### src/imf_consts.svh
/*
 * constants for the missed-interrupt and bus-fault cause block:
 * register byte addresses, field masks, bit positions, reset values.
 * assumes it is included by its bare name wherever a number is needed.
 */
`ifndef IMF_CONSTS_SVH
`define IMF_CONSTS_SVH

// ============================================================
// register byte addresses
`define IMF_ADDR_MISS   32'h4000a820
`define IMF_ADDR_FAULT  32'he000ed3c
`define IMF_ADDR_ISTAT  32'h4000a824
`define IMF_ADDR_IMASK  32'h4000a828

// ============================================================
// implemented bits and reset values
`define IMF_MISS_MASK   32'h0000fffc
`define IMF_FAULT_MASK  32'h0000000f
`define IMF_IRQ_MASK    32'h00000003
`define IMF_RST_MISS    32'h00000000
`define IMF_RST_FAULT   32'h00000000
`define IMF_RST_IRQ     32'h00000000
`define IMF_ZERO_WORD   32'h00000000

// ============================================================
// fault cause bit positions
`define IMF_BIT_WRONG   3
`define IMF_BIT_PROT    2
`define IMF_BIT_UNMAP   1
`define IMF_BIT_OVF     0
`define IMF_FAULT_TOP   3

// ============================================================
// interrupt status bit positions
`define IMF_IRQ_MISS    0
`define IMF_IRQ_FAULT   1

// ============================================================
// access size and alignment codes
`define IMF_SIZE_WORD   2'h2
`define IMF_ALIGN_WORD  2'h0

`endif

### src/imf_pkg.sv
/*
 * types for the missed-interrupt and bus-fault cause block.
 * assumes imf_consts.svh carries every number.
 */
package imf_pkg;

	// ============================================================
	// axi response codes, in bus order
	typedef enum logic [1:0] {
		IMF_OKAY,
		IMF_EXOKAY,
		IMF_SLVERR
	} imf_resp_e;

	// ============================================================
	// one bus fault report from the fault detectors
	typedef struct packed {
		logic       valid;
		logic [1:0] size;
		logic [1:0] addrLow;
		logic       toApb;
		logic       isWrite;
		logic       isUser;
		logic       toGuarded;
		logic       beyondImpl;
	} imf_fault_s;

endpackage : imf_pkg

### src/imf_top.sv
/*
 * missed-interrupt flags and auxiliary bus-fault cause register,
 * reached over axi4-lite, with a sticky status and mask interrupt.
 * assumes event pulses, pending levels and fault reports come from
 * logic on clk_sys, so no synchroniser stands in front of them.
 */
// Operation
// RL1 - missed flags for external lines in bits 15..12, converter bit 11
// RL2 - missed flags for radio receive bit 10 and transmit bit 9
// RL3 - missed flag for radio timer in bit 8, software read and write
// RL4 - missed flags for serial two bit 6 and serial one bit 5
// RL5 - missed flag for sleep timer in bit 4
// RL6 - missed register resets to zero; bits 7,3,2 exist, rest read zero
// RL7 - wrong width cause bit 3 on byte or halfword peripheral access
// RL8 - wrong width cause also set by unaligned word access
// RL9 - protection cause bit 2 on user write to guarded target
// RL10 - unmapped cause bit 1 above last register in a peripheral block
// RL11 - unmapped cause also set above top of ram or flash
// RL12 - overflow cause bit 0 on fault while any cause already set
// RL13 - cause register resets to zero, bits 31..4 read zero
// RL14 - software pends a source elsewhere; writing zero changes nothing
// RL15 - missed flag set on new event while earlier request pending
// RL16 - set flags hold until software writes zero over them
`timescale 1ns/1ns
`include "imf_consts.svh"

module imf_top
	import imf_pkg::*;
#(
	parameter int SRC_COUNT = 16
) (
	// clock and reset
	input  wire logic                 clk_sys,
	input  wire logic                 rst,
	// axi4-lite write address
	input  wire logic [31:0]          s_axi_awaddr,
	input  wire logic                 s_axi_awvalid,
	output logic                      s_axi_awready,
	// axi4-lite write data
	input  wire logic [31:0]          s_axi_wdata,
	input  wire logic [3:0]           s_axi_wstrb,
	input  wire logic                 s_axi_wvalid,
	output logic                      s_axi_wready,
	// axi4-lite write response
	output logic [1:0]                s_axi_bresp,
	output logic                      s_axi_bvalid,
	input  wire logic                 s_axi_bready,
	// axi4-lite read address
	input  wire logic [31:0]          s_axi_araddr,
	input  wire logic                 s_axi_arvalid,
	output logic                      s_axi_arready,
	// axi4-lite read data
	output logic [31:0]               s_axi_rdata,
	output logic [1:0]                s_axi_rresp,
	output logic                      s_axi_rvalid,
	input  wire logic                 s_axi_rready,
	// interrupt sources
	input  wire logic [SRC_COUNT-1:0] srcEvent,
	input  wire logic [SRC_COUNT-1:0] srcPending,
	// bus fault detectors
	input  wire imf_fault_s           busFault,
	// interrupt to the processor
	output logic                      irqOut
);

	// ============================================================
	// state
	logic              awHave;
	logic              wHave;
	logic [31:0]       awAddr;
	logic [31:0]       wData;
	logic [3:0]        wStrb;
	logic              awReady;
	logic              wReady;
	logic              bValid;
	imf_resp_e         bResp;
	logic              arReady;
	logic              rValid;
	logic [31:0]       rData;
	imf_resp_e         rResp;
	logic [31:0]       missFlags;
	logic [31:0]       faultCause;
	logic [31:0]       irqStatus;
	logic [31:0]       irqMask;
	logic              irqLine;

	// ============================================================
	// next values
	logic              next_awHave;
	logic              next_wHave;
	logic [31:0]       next_awAddr;
	logic [31:0]       next_wData;
	logic [3:0]        next_wStrb;
	logic              next_awReady;
	logic              next_wReady;
	logic              next_bValid;
	imf_resp_e         next_bResp;
	logic              next_arReady;
	logic              next_rValid;
	logic [31:0]       next_rData;
	imf_resp_e         next_rResp;
	logic [31:0]       next_missFlags;
	logic [31:0]       next_faultCause;
	logic [31:0]       next_irqStatus;
	logic [31:0]       next_irqMask;
	logic              next_irqLine;

	// ============================================================
	// event detection
	logic [31:0]       missSet;
	logic [31:0]       faultSet;
	logic              doWrite;
	logic [31:0]       strbBits;
	logic              anyMiss;

	// ============================================================
	// byte strobes to a bit mask
	function automatic logic [31:0] strobeMask(input logic [3:0] s);
		logic [31:0] m;
		m = `IMF_ZERO_WORD;
		for (int b = 0; b < 4; b++) begin
			m[b*8 +: 8] = {8{s[b]}};
		end
		return m;
	endfunction : strobeMask

	// ============================================================
	// per-source missed detection
	// a literal cannot be bit-selected, so the mask gets a name
	localparam logic [31:0] MISS_BITS = `IMF_MISS_MASK;
	genvar gi;
	generate
		for (gi = 0; gi < 32; gi++) begin : gMiss
			if (gi < SRC_COUNT) begin : gSrc
				// a second event while still pending is lost
				assign missSet[gi] = srcEvent[gi] & srcPending[gi] &
					MISS_BITS[gi]; // RL15
			end else begin : gNone
				assign missSet[gi] = 1'b0;
			end
		end
	endgenerate

	assign anyMiss = |missSet;

	// ============================================================
	// fault cause classification
	always_comb begin
		faultSet = `IMF_ZERO_WORD;
		if (busFault.valid) begin
			faultSet[`IMF_BIT_WRONG] = busFault.toApb &
				(busFault.size != `IMF_SIZE_WORD); // RL7
			if (busFault.size == `IMF_SIZE_WORD &&
				busFault.addrLow != `IMF_ALIGN_WORD) begin
				faultSet[`IMF_BIT_WRONG] = 1'b1; // RL8
			end
			faultSet[`IMF_BIT_PROT] = busFault.isWrite &
				busFault.isUser & busFault.toGuarded; // RL9
			// detectors flag both peripheral holes and memory tops
			faultSet[`IMF_BIT_UNMAP] = busFault.beyondImpl; // RL10 RL11
			// judged on the value before this edge
			faultSet[`IMF_BIT_OVF] =
				|faultCause[`IMF_FAULT_TOP:0]; // RL12
		end
	end

	// ============================================================
	// write channel and register updates
	always_comb begin
		next_awHave     = awHave;
		next_wHave      = wHave;
		next_awAddr     = awAddr;
		next_wData      = wData;
		next_wStrb      = wStrb;
		next_bValid     = bValid;
		next_bResp      = bResp;
		next_missFlags  = missFlags;
		next_faultCause = faultCause;
		next_irqStatus  = irqStatus;
		next_irqMask    = irqMask;
		strbBits        = strobeMask(wStrb);
		doWrite         = awHave & wHave & ~bValid;

		if (s_axi_awvalid && awReady) begin
			next_awHave = 1'b1;
			next_awAddr = s_axi_awaddr;
		end
		if (s_axi_wvalid && wReady) begin
			next_wHave = 1'b1;
			next_wData = s_axi_wdata;
			next_wStrb = s_axi_wstrb;
		end
		if (bValid && s_axi_bready) begin
			next_bValid = 1'b0;
		end

		if (doWrite) begin
			next_awHave = 1'b0;
			next_wHave  = 1'b0;
			next_bValid = 1'b1;
			next_bResp  = IMF_OKAY;
			if (awAddr == `IMF_ADDR_MISS) begin
				// plain store: ones may be written, zeros clear
				next_missFlags = ((missFlags & ~strbBits) |
					(wData & strbBits)) & `IMF_MISS_MASK; // RL3 RL16
			end else if (awAddr == `IMF_ADDR_FAULT) begin
				next_faultCause = ((faultCause & ~strbBits) |
					(wData & strbBits)) & `IMF_FAULT_MASK; // RL16
			end else if (awAddr == `IMF_ADDR_ISTAT) begin
				next_irqStatus = irqStatus & ~(wData & strbBits);
			end else if (awAddr == `IMF_ADDR_IMASK) begin
				next_irqMask = ((irqMask & ~strbBits) |
					(wData & strbBits)) & `IMF_IRQ_MASK;
			end else begin
				next_bResp = IMF_SLVERR;
			end
		end

		// hardware set wins over a same-cycle software clear
		next_missFlags  = next_missFlags | missSet; // RL1 RL2 RL4 RL5 RL15
		next_faultCause = next_faultCause | faultSet; // RL7 RL8 RL9 RL10 RL11 RL12
		if (anyMiss) begin
			next_irqStatus[`IMF_IRQ_MISS] = 1'b1;
		end
		if (busFault.valid) begin
			next_irqStatus[`IMF_IRQ_FAULT] = 1'b1;
		end

		// one write at a time: hold off until the response is taken
		next_awReady = ~next_awHave & ~next_bValid;
		next_wReady  = ~next_wHave & ~next_bValid;
		next_irqLine = |(next_irqStatus & next_irqMask);
	end

	// ============================================================
	// read channel
	always_comb begin
		next_rValid = rValid;
		next_rData  = rData;
		next_rResp  = rResp;
		if (rValid && s_axi_rready) begin
			next_rValid = 1'b0;
		end
		if (s_axi_arvalid && arReady) begin
			next_rValid = 1'b1;
			next_rResp  = IMF_OKAY;
			if (s_axi_araddr == `IMF_ADDR_MISS) begin
				next_rData = missFlags & `IMF_MISS_MASK; // RL6
			end else if (s_axi_araddr == `IMF_ADDR_FAULT) begin
				next_rData = faultCause & `IMF_FAULT_MASK; // RL13
			end else if (s_axi_araddr == `IMF_ADDR_ISTAT) begin
				next_rData = irqStatus & `IMF_IRQ_MASK;
			end else if (s_axi_araddr == `IMF_ADDR_IMASK) begin
				next_rData = irqMask & `IMF_IRQ_MASK;
			end else begin
				next_rData = `IMF_ZERO_WORD;
				next_rResp = IMF_SLVERR;
			end
		end
		next_arReady = ~next_rValid;
	end

	// ============================================================
	// registers
	always_ff @(posedge clk_sys) begin
		if (rst) begin
			awHave     <= 1'b0;
			wHave      <= 1'b0;
			awAddr     <= `IMF_ZERO_WORD;
			wData      <= `IMF_ZERO_WORD;
			wStrb      <= 4'h0;
			awReady    <= 1'b0;
			wReady     <= 1'b0;
			bValid     <= 1'b0;
			bResp      <= IMF_OKAY;
			arReady    <= 1'b0;
			rValid     <= 1'b0;
			rData      <= `IMF_ZERO_WORD;
			rResp      <= IMF_OKAY;
			missFlags  <= `IMF_RST_MISS; // RL6
			faultCause <= `IMF_RST_FAULT; // RL13
			irqStatus  <= `IMF_RST_IRQ;
			irqMask    <= `IMF_RST_IRQ;
			irqLine    <= 1'b0;
		end else begin
			awHave     <= next_awHave;
			wHave      <= next_wHave;
			awAddr     <= next_awAddr;
			wData      <= next_wData;
			wStrb      <= next_wStrb;
			awReady    <= next_awReady;
			wReady     <= next_wReady;
			bValid     <= next_bValid;
			bResp      <= next_bResp;
			arReady    <= next_arReady;
			rValid     <= next_rValid;
			rData      <= next_rData;
			rResp      <= next_rResp;
			missFlags  <= next_missFlags;
			faultCause <= next_faultCause;
			irqStatus  <= next_irqStatus;
			irqMask    <= next_irqMask;
			irqLine    <= next_irqLine;
		end
	end

	// ============================================================
	// outputs, all straight from flip-flops
	assign s_axi_awready = awReady;
	assign s_axi_wready  = wReady;
	assign s_axi_bvalid  = bValid;
	assign s_axi_bresp   = bResp;
	assign s_axi_arready = arReady;
	assign s_axi_rvalid  = rValid;
	assign s_axi_rdata   = rData;
	assign s_axi_rresp   = rResp;
	assign irqOut        = irqLine;

endmodule : imf_top

### config.mk
export PLATFORM = sky130hd
export DESIGN_NAME = imf_top
export DESIGN_NICKNAME = d
export VERILOG_FILES = /design/src/imf_pkg.sv /design/src/imf_top.sv
export VERILOG_INCLUDE_DIRS = /design/src
export SDC_FILE = /design/constraint.sdc
export NUM_CORES = 1
export LEC_CHECK = 0
export ABC_CLOCK_PERIOD_IN_PS = 3100
export BUFFER_PORTS_ARGS = -buffer_cell sky130_fd_sc_hd__buf_4
export CAP_MARGIN = 0
export CORE_MARGIN = 5
export CORE_UTILIZATION = 52
export DETAILED_ROUTE_END_ITERATION = 10
export PLACE_DENSITY_LB_ADDON = 0.2
export SLEW_MARGIN = 5
export SYNTH_ARGS = -nofsm -noshare
export SYNTH_HDL_FRONTEND = slang
export SYNTH_SLANG_ARGS = --single-unit
### constraint.sdc
create_clock -name clk_sys -period 3.1 [get_ports clk_sys]
set_input_delay 0.155 -clock clk_sys [delete_from_list [all_inputs] [get_ports clk_sys]]
set_output_delay 0.155 -clock clk_sys [all_outputs]
set_load 0.01 [all_outputs]
; ---- Word level (Yosys, flattened, before mapping)
; Index checks and enable logic that the tools add are counted.
[totals]
regBits = 240
input_bits = 149
out_inout_bits = 42
wordCells = 115
[classes]
n_eq_ne = 10
mux = 38
bitwise = 39
n_reduce_logical = 10
[op_table]
columns = op, count
row1 = two-way mux 32 bit, 14
row2 = == test 32 x 31 -> 1 bit (second input constant), 6
row3 = AND 32 bit, 3
row4 = == test 32 bit (second input constant), 2
row5 = NOT 32 bit, 1
row6 = bitwise OR 32 x 16 -> 32 bit, 1
row7 = bitwise OR 32 x 4 -> 32 bit, 1
row8 = OR reduction 32 bit, 1
row9 = AND 1 bit, 21
row10 = two-way mux 2 bit, 10
row11 = AND 16 bit, 1
row12 = two-way mux 16 bit, 1
row13 = NOT 16 bit, 1
row14 = bitwise OR 16 bit, 1
row15 = OR reduction 14 bit, 1
row16 = two-way mux 1 bit, 11
row17 = two-way mux 4 bit, 2
row18 = logical AND 1 bit, 6
row19 = NOT 1 bit, 5
row20 = AND 4 bit, 1
row21 = bitwise OR 4 bit, 1
row22 = OR reduction 4 bit, 1
row23 = AND 2 bit, 1
row24 = == test 2 bit (second input constant), 1
row25 = other kinds (3), 3

; ---- Longest topological paths before layout
[depth]
ltp_word = 10
ltp_mapped = 10
ltp_nobuf = 8

; ---- Least setup slack after synthesis
; No wires, ideal clock.
[synth_path]
path_type = reg-to-reg
from = reg awAddr[31]
to = reg irqLine, in the netlist irqOut
setup_ns = 0.131
arrival_time_ns = 2.199
t_required_ns = 2.969
setup_slack_ns = 0.770
stages_incl_launch_ff = 9
n_path_buf = 0
period_less_slack_ns = 2.330
cell_sequence = dfxtp_1 > nor4_2 > and4b_1 > nand2_1 > nor3_1 > mux2_2 > a2bb2o_4 > nor4_2 > o22ai_1
[synth_between]
elab_chain_cells = 8
elab_cells_between_ends = 17
classes_between = eq/ne: 4 / mux: 11 / bitwise: 1 / reduce/logical: 1
[synth_rtl]
columns = element, line_no
row1 = "start, declared", imf_top.sv:70  ; logic [31:0] awAddr;
row2 = "start signal, assigned", imf_top.sv:269  ; awAddr <= `IMF_ZERO_WORD;
row3 = "start signal, assigned", imf_top.sv:288  ; awAddr <= next_awAddr;
row4 = == test 32 x 31 -> 1 bit (no line), --
row5 = "two-way mux 32 bit, on equally long branches", "imf_top.sv:209, imf_top.sv:211"
row6 = "two-way mux 32 bit, on equally long branches", "imf_top.sv:206, imf_top.sv:209"
row7 = "two-way mux 32 bit, on equally long branches", "imf_top.sv:202, imf_top.sv:206"
row8 = "two-way mux 32 bit, on equally long branches", "imf_top.sv:197, imf_top.sv:202"
row9 = two-way mux 1 bit (tied with other cells), imf_top.sv:222  ; if (anyMiss) begin
row10 = AND 32 bit (*), imf_top.sv:232  ; next_irqLine = |(next_irqStatus & next_irqMask);
row11 = OR reduction 32 bit (*), imf_top.sv:232
row12 = "end signal, assigned", imf_top.sv:303  ; irqLine <= next_irqLine;
row13 = "end, declared", imf_top.sv:85  ; logic irqLine;
; Every way passes the cells marked *; elsewhere a longest branch is shown, timed or not.
; A chain may end at the register's enable or synchronous reset.

; ---- Worst setup path in the final report
; Ends and elaborated chain as after synthesis.

==> impl_results.md <==
- Setup TNS: 0 ps
- Num CTS Buffers: 17
- Slew Limit Fails: 0
- Die X-Extent: ~120 um
- CTS Buffer Depth: 2
- CP bufs+invs: 0
- Post-synth top cells: nand2_1 (214), dfxtp_1 (176), a21oi_1 (86)
- Post-synth EDFFs: 0
- Ys flop type: dfxtp_1
- DP Worst Slack: roughly 450 ps
- Row count: 41
- GRT Total Usage: 23.7%
- Area share of fa/ha/maj cells after synthesis: 0%
- LEAKAGE: 0.00389 uW
- Initial Util: 53.5%
- Average size of a mapped cell: 8.61 um^2
- First-pass GRT wire length: slightly above 30000 um
- Vias in the first global route: 6147
- ANT cells: 0
- Reg2reg start: awAddr[31]$_SDFFE_PP0P_
- Area Overhead vs Synth: 38.5%
- Final hold vios: 0
- Asr flop ratio synth: 0%
- Core Footprint: 0.0128 mm^2
- Post-route clock period utilization: 86.3%
- Synth Warn #: 0
- Post-synth cell types: 50
- Iteration count of the initial detailed-routing pass: 5
- R2r setup slk: 430 ps
- Min-delay worst type: in2reg
- Setup Viol. Count Final: 0
- Peak supply drop: 0.432 mV
- Reg2reg path depth: 8
- Crit path cell chain: nor4_2 > and4b_1 > nand2_1 > nor3_1 > mux2_2 > a2bb2o_4 > nor4_2 > o22ai_1
- Largest family of logic cells by synthesized area: simple AND/OR/NAND/NOR gates
- Via count: 6220
- Worst setup EP type: flop
- Placer Congestion: 0.846
- Yosys reg bits: 176
- GRT overflow: 0
- First DRT Iteration DRCs: 440
- # fillers: 917
- CP required: 3370 ps
- Post-synthesis cell area: between 0.006 and 0.007 mm^2
- IO Count: 191
- Outcome: finished, final reports clean
- Sequential fraction of the synthesis area: 51.6%
- Clock transition at the registers of the reported paths: roughly 60 ps
- Largest net degree at the start of global routing: 94
- Hold Path Depth: 3
- Drt drc: 0
- Initial antenna violation count: 0
- Unrepaired setup endpoints after global routing: false
- Yosys top cell by area: dfxtp_1
- Highest achievable clock rate: 0.374 GHz
- Fin cells: around 1200
- Crit Path Category: reg2reg
- Setup ws final: 426 ps
- Synth top area share: approximately half
- Port bufs: between 150 and 200
- Compound-Gate Fraction of Synth Area: 12.2%
- Slew @ Worst Pin: 1170 ps
- Pwr Density: approximately 550 mW/mm^2
- Area contributors post-synth: dfxtp_1 (52%), nand2_1 (12%), a21oi_1 (6.3%)
- Worst Hold End: awAddr[12]$_SDFFE_PP0P_
- # resized after CTS: 0
- Post-synthesis mux area share: 1.63%
- CTS Root Cell: clkbuf_16
- Most frequent cell after synthesis: nand2_1
- Critical hold path startpoint: s_axi_awaddr[12]
- Die area: approximately 0.016 mm^2
- CP peak stage delay: 520 ps
- Min Tclk post-route: 2670 ps
- Rel. slew slack: ~22%
- Post-CTS setup buffer count: 0
- Top delay family on crit path: simple AND/OR/NAND/NOR gates
- Clock sink count: 176
- Post-synthesis cell count: 793
- Simple-gate share of the synthesized area: 29.9%
- Via/cell ratio: 5.21
- Maxcap violations: 0
- Clock skew: ~7.3 ps
- Die Ht: 125 um
- Critical path arrival: 2940 ps
- Final core occ: 74.1%
- Hold WS: 6.56 ps
- H-tree depth: 4
- CP Max Fanout: 3
- WL per Instance: 15.5 um
- Cell count after placement: roughly 1100
- TritonCTS clock tree: done
- Xor/xnor cell area share of the yosys netlist: 0%
- Final #Nets: ~1200
- Clk Latency, worst-skew pair: 420 ps
- Worst r2r dst: irqOut$_SDFF_PP0_
- Startpoint Class: flop
- Layout cells sized above 1: 21.9%
- Routed WL: 18500 um
- Routed Antenna Nets: 0
- Crit-path slowest cell: nor4_2
- CP most frequent cell: nor4_2
- Post-DP HPWL: 12100 um
## area by class of cell
cell class	instances	area [um^2]	area share, %
Tap cell	172	215	2.27
Multi-Input combinational cell	568	3060	32.3
Inverter	8	30.0	0.317
Timing Repair Buffer	241	1970	20.9
Clock inverter	11	211	2.23
Clock buffer	19	453	4.79
Sequential cell	176	3520	37.2
## state kept, by name, indices dropped and copies added, names as in the netlist, 4 cells and up
| register | flops |
|---|---|
| wData | 32 |
| s_axi_rdata | 16 |
| faultCause | 4 |
| irqMask | 32 |
| irqStatus | 32 |
| awAddr | 32 |
| wStrb | 4 |
| missFlags | 14 |
## layout by cell type, fill, tap and decap left out, types with 9 or more instances in the layout
master / count
mux2i_1: 10
clkbuf_16: 17
and2_1: 31
a22oi_1: 16
nor2_1: 48
buf_4: 175
nand4_1: 21
nand3_1: 18
a21oi_1: 86
nand2_1: 214
conb_1: 18
nor2b_1: 13
dfxtp_1: 176
a31oi_1: 11
dlygate4sd3_1: 66
nor4_1: 9
## timing repair
item / CTS / global route
hold endpoints to repair: 66 / 0
setup endpoints to repair: 0 / 0
hold buffers: 66 / 0
## worst max path at each step
| stage | start | endpoint | slack (ps) | cells after the start |
|---|---|---|---|---|
| after floorplan | awAddr[31]$_SDFFE_PP0P_ | irqOut$_SDFF_PP0_ | 770 | 8 |
| after global placement | awAddr[19]$_SDFFE_PP0P_ | irqOut$_SDFF_PP0_ | 510 | 8 |
| after detailed placement | awAddr[31]$_SDFFE_PP0P_ | irqOut$_SDFF_PP0_ | 450 | 8 |
| after CTS | awAddr[31]$_SDFFE_PP0P_ | irqOut$_SDFF_PP0_ | 440 | 8 |
| after global routing | awAddr[19]$_SDFFE_PP0P_ | irqOut$_SDFF_PP0_ | 200 | 8 |
| final | awAddr[31]$_SDFFE_PP0P_ | irqOut$_SDFF_PP0_ | 430 | 8 |
## worst min-delay path, cell delays in order
cell and delay [ps]:
buf_4 110, nand2_1 60, a21oi_1 50
## cells by family (layout without fill, tap and decap cells)
kind of cell,count (synthesis),count (layout)
mux,11,11
other cells,1,18
simple gates,400,400
flops,176,176
buf+inv,66,279
compound gates,139,139
## routing by layer
metal	up-vias	global-route usage [%]	share of wire, %
li1	3116	-	-
met1	2873	28.5	42
met2	200	40.7	50
met3	31	6.39	5.4
met4	0	8.38	2.1
met5	-	0	0
## where the power goes
| part | internal [uW] | switching [uW] |
|---|---|---|
| sequential | 2330 | 57.5 |
| combinational | 249 | 217 |
| clock | 1540 | 841 |
| total | 4120 | 1120 |
## metrics by stage
step / area, um^2 / total power, uW
final: 9460 / 5240
after global routing: 9460 / 5420
after CTS: 9460 / 5260
after detailed placement: 8140 / 2830
after global placement: 8140 / 2820
after floorplan: 6890 / 2640
(Power assumes the default switching activity.)
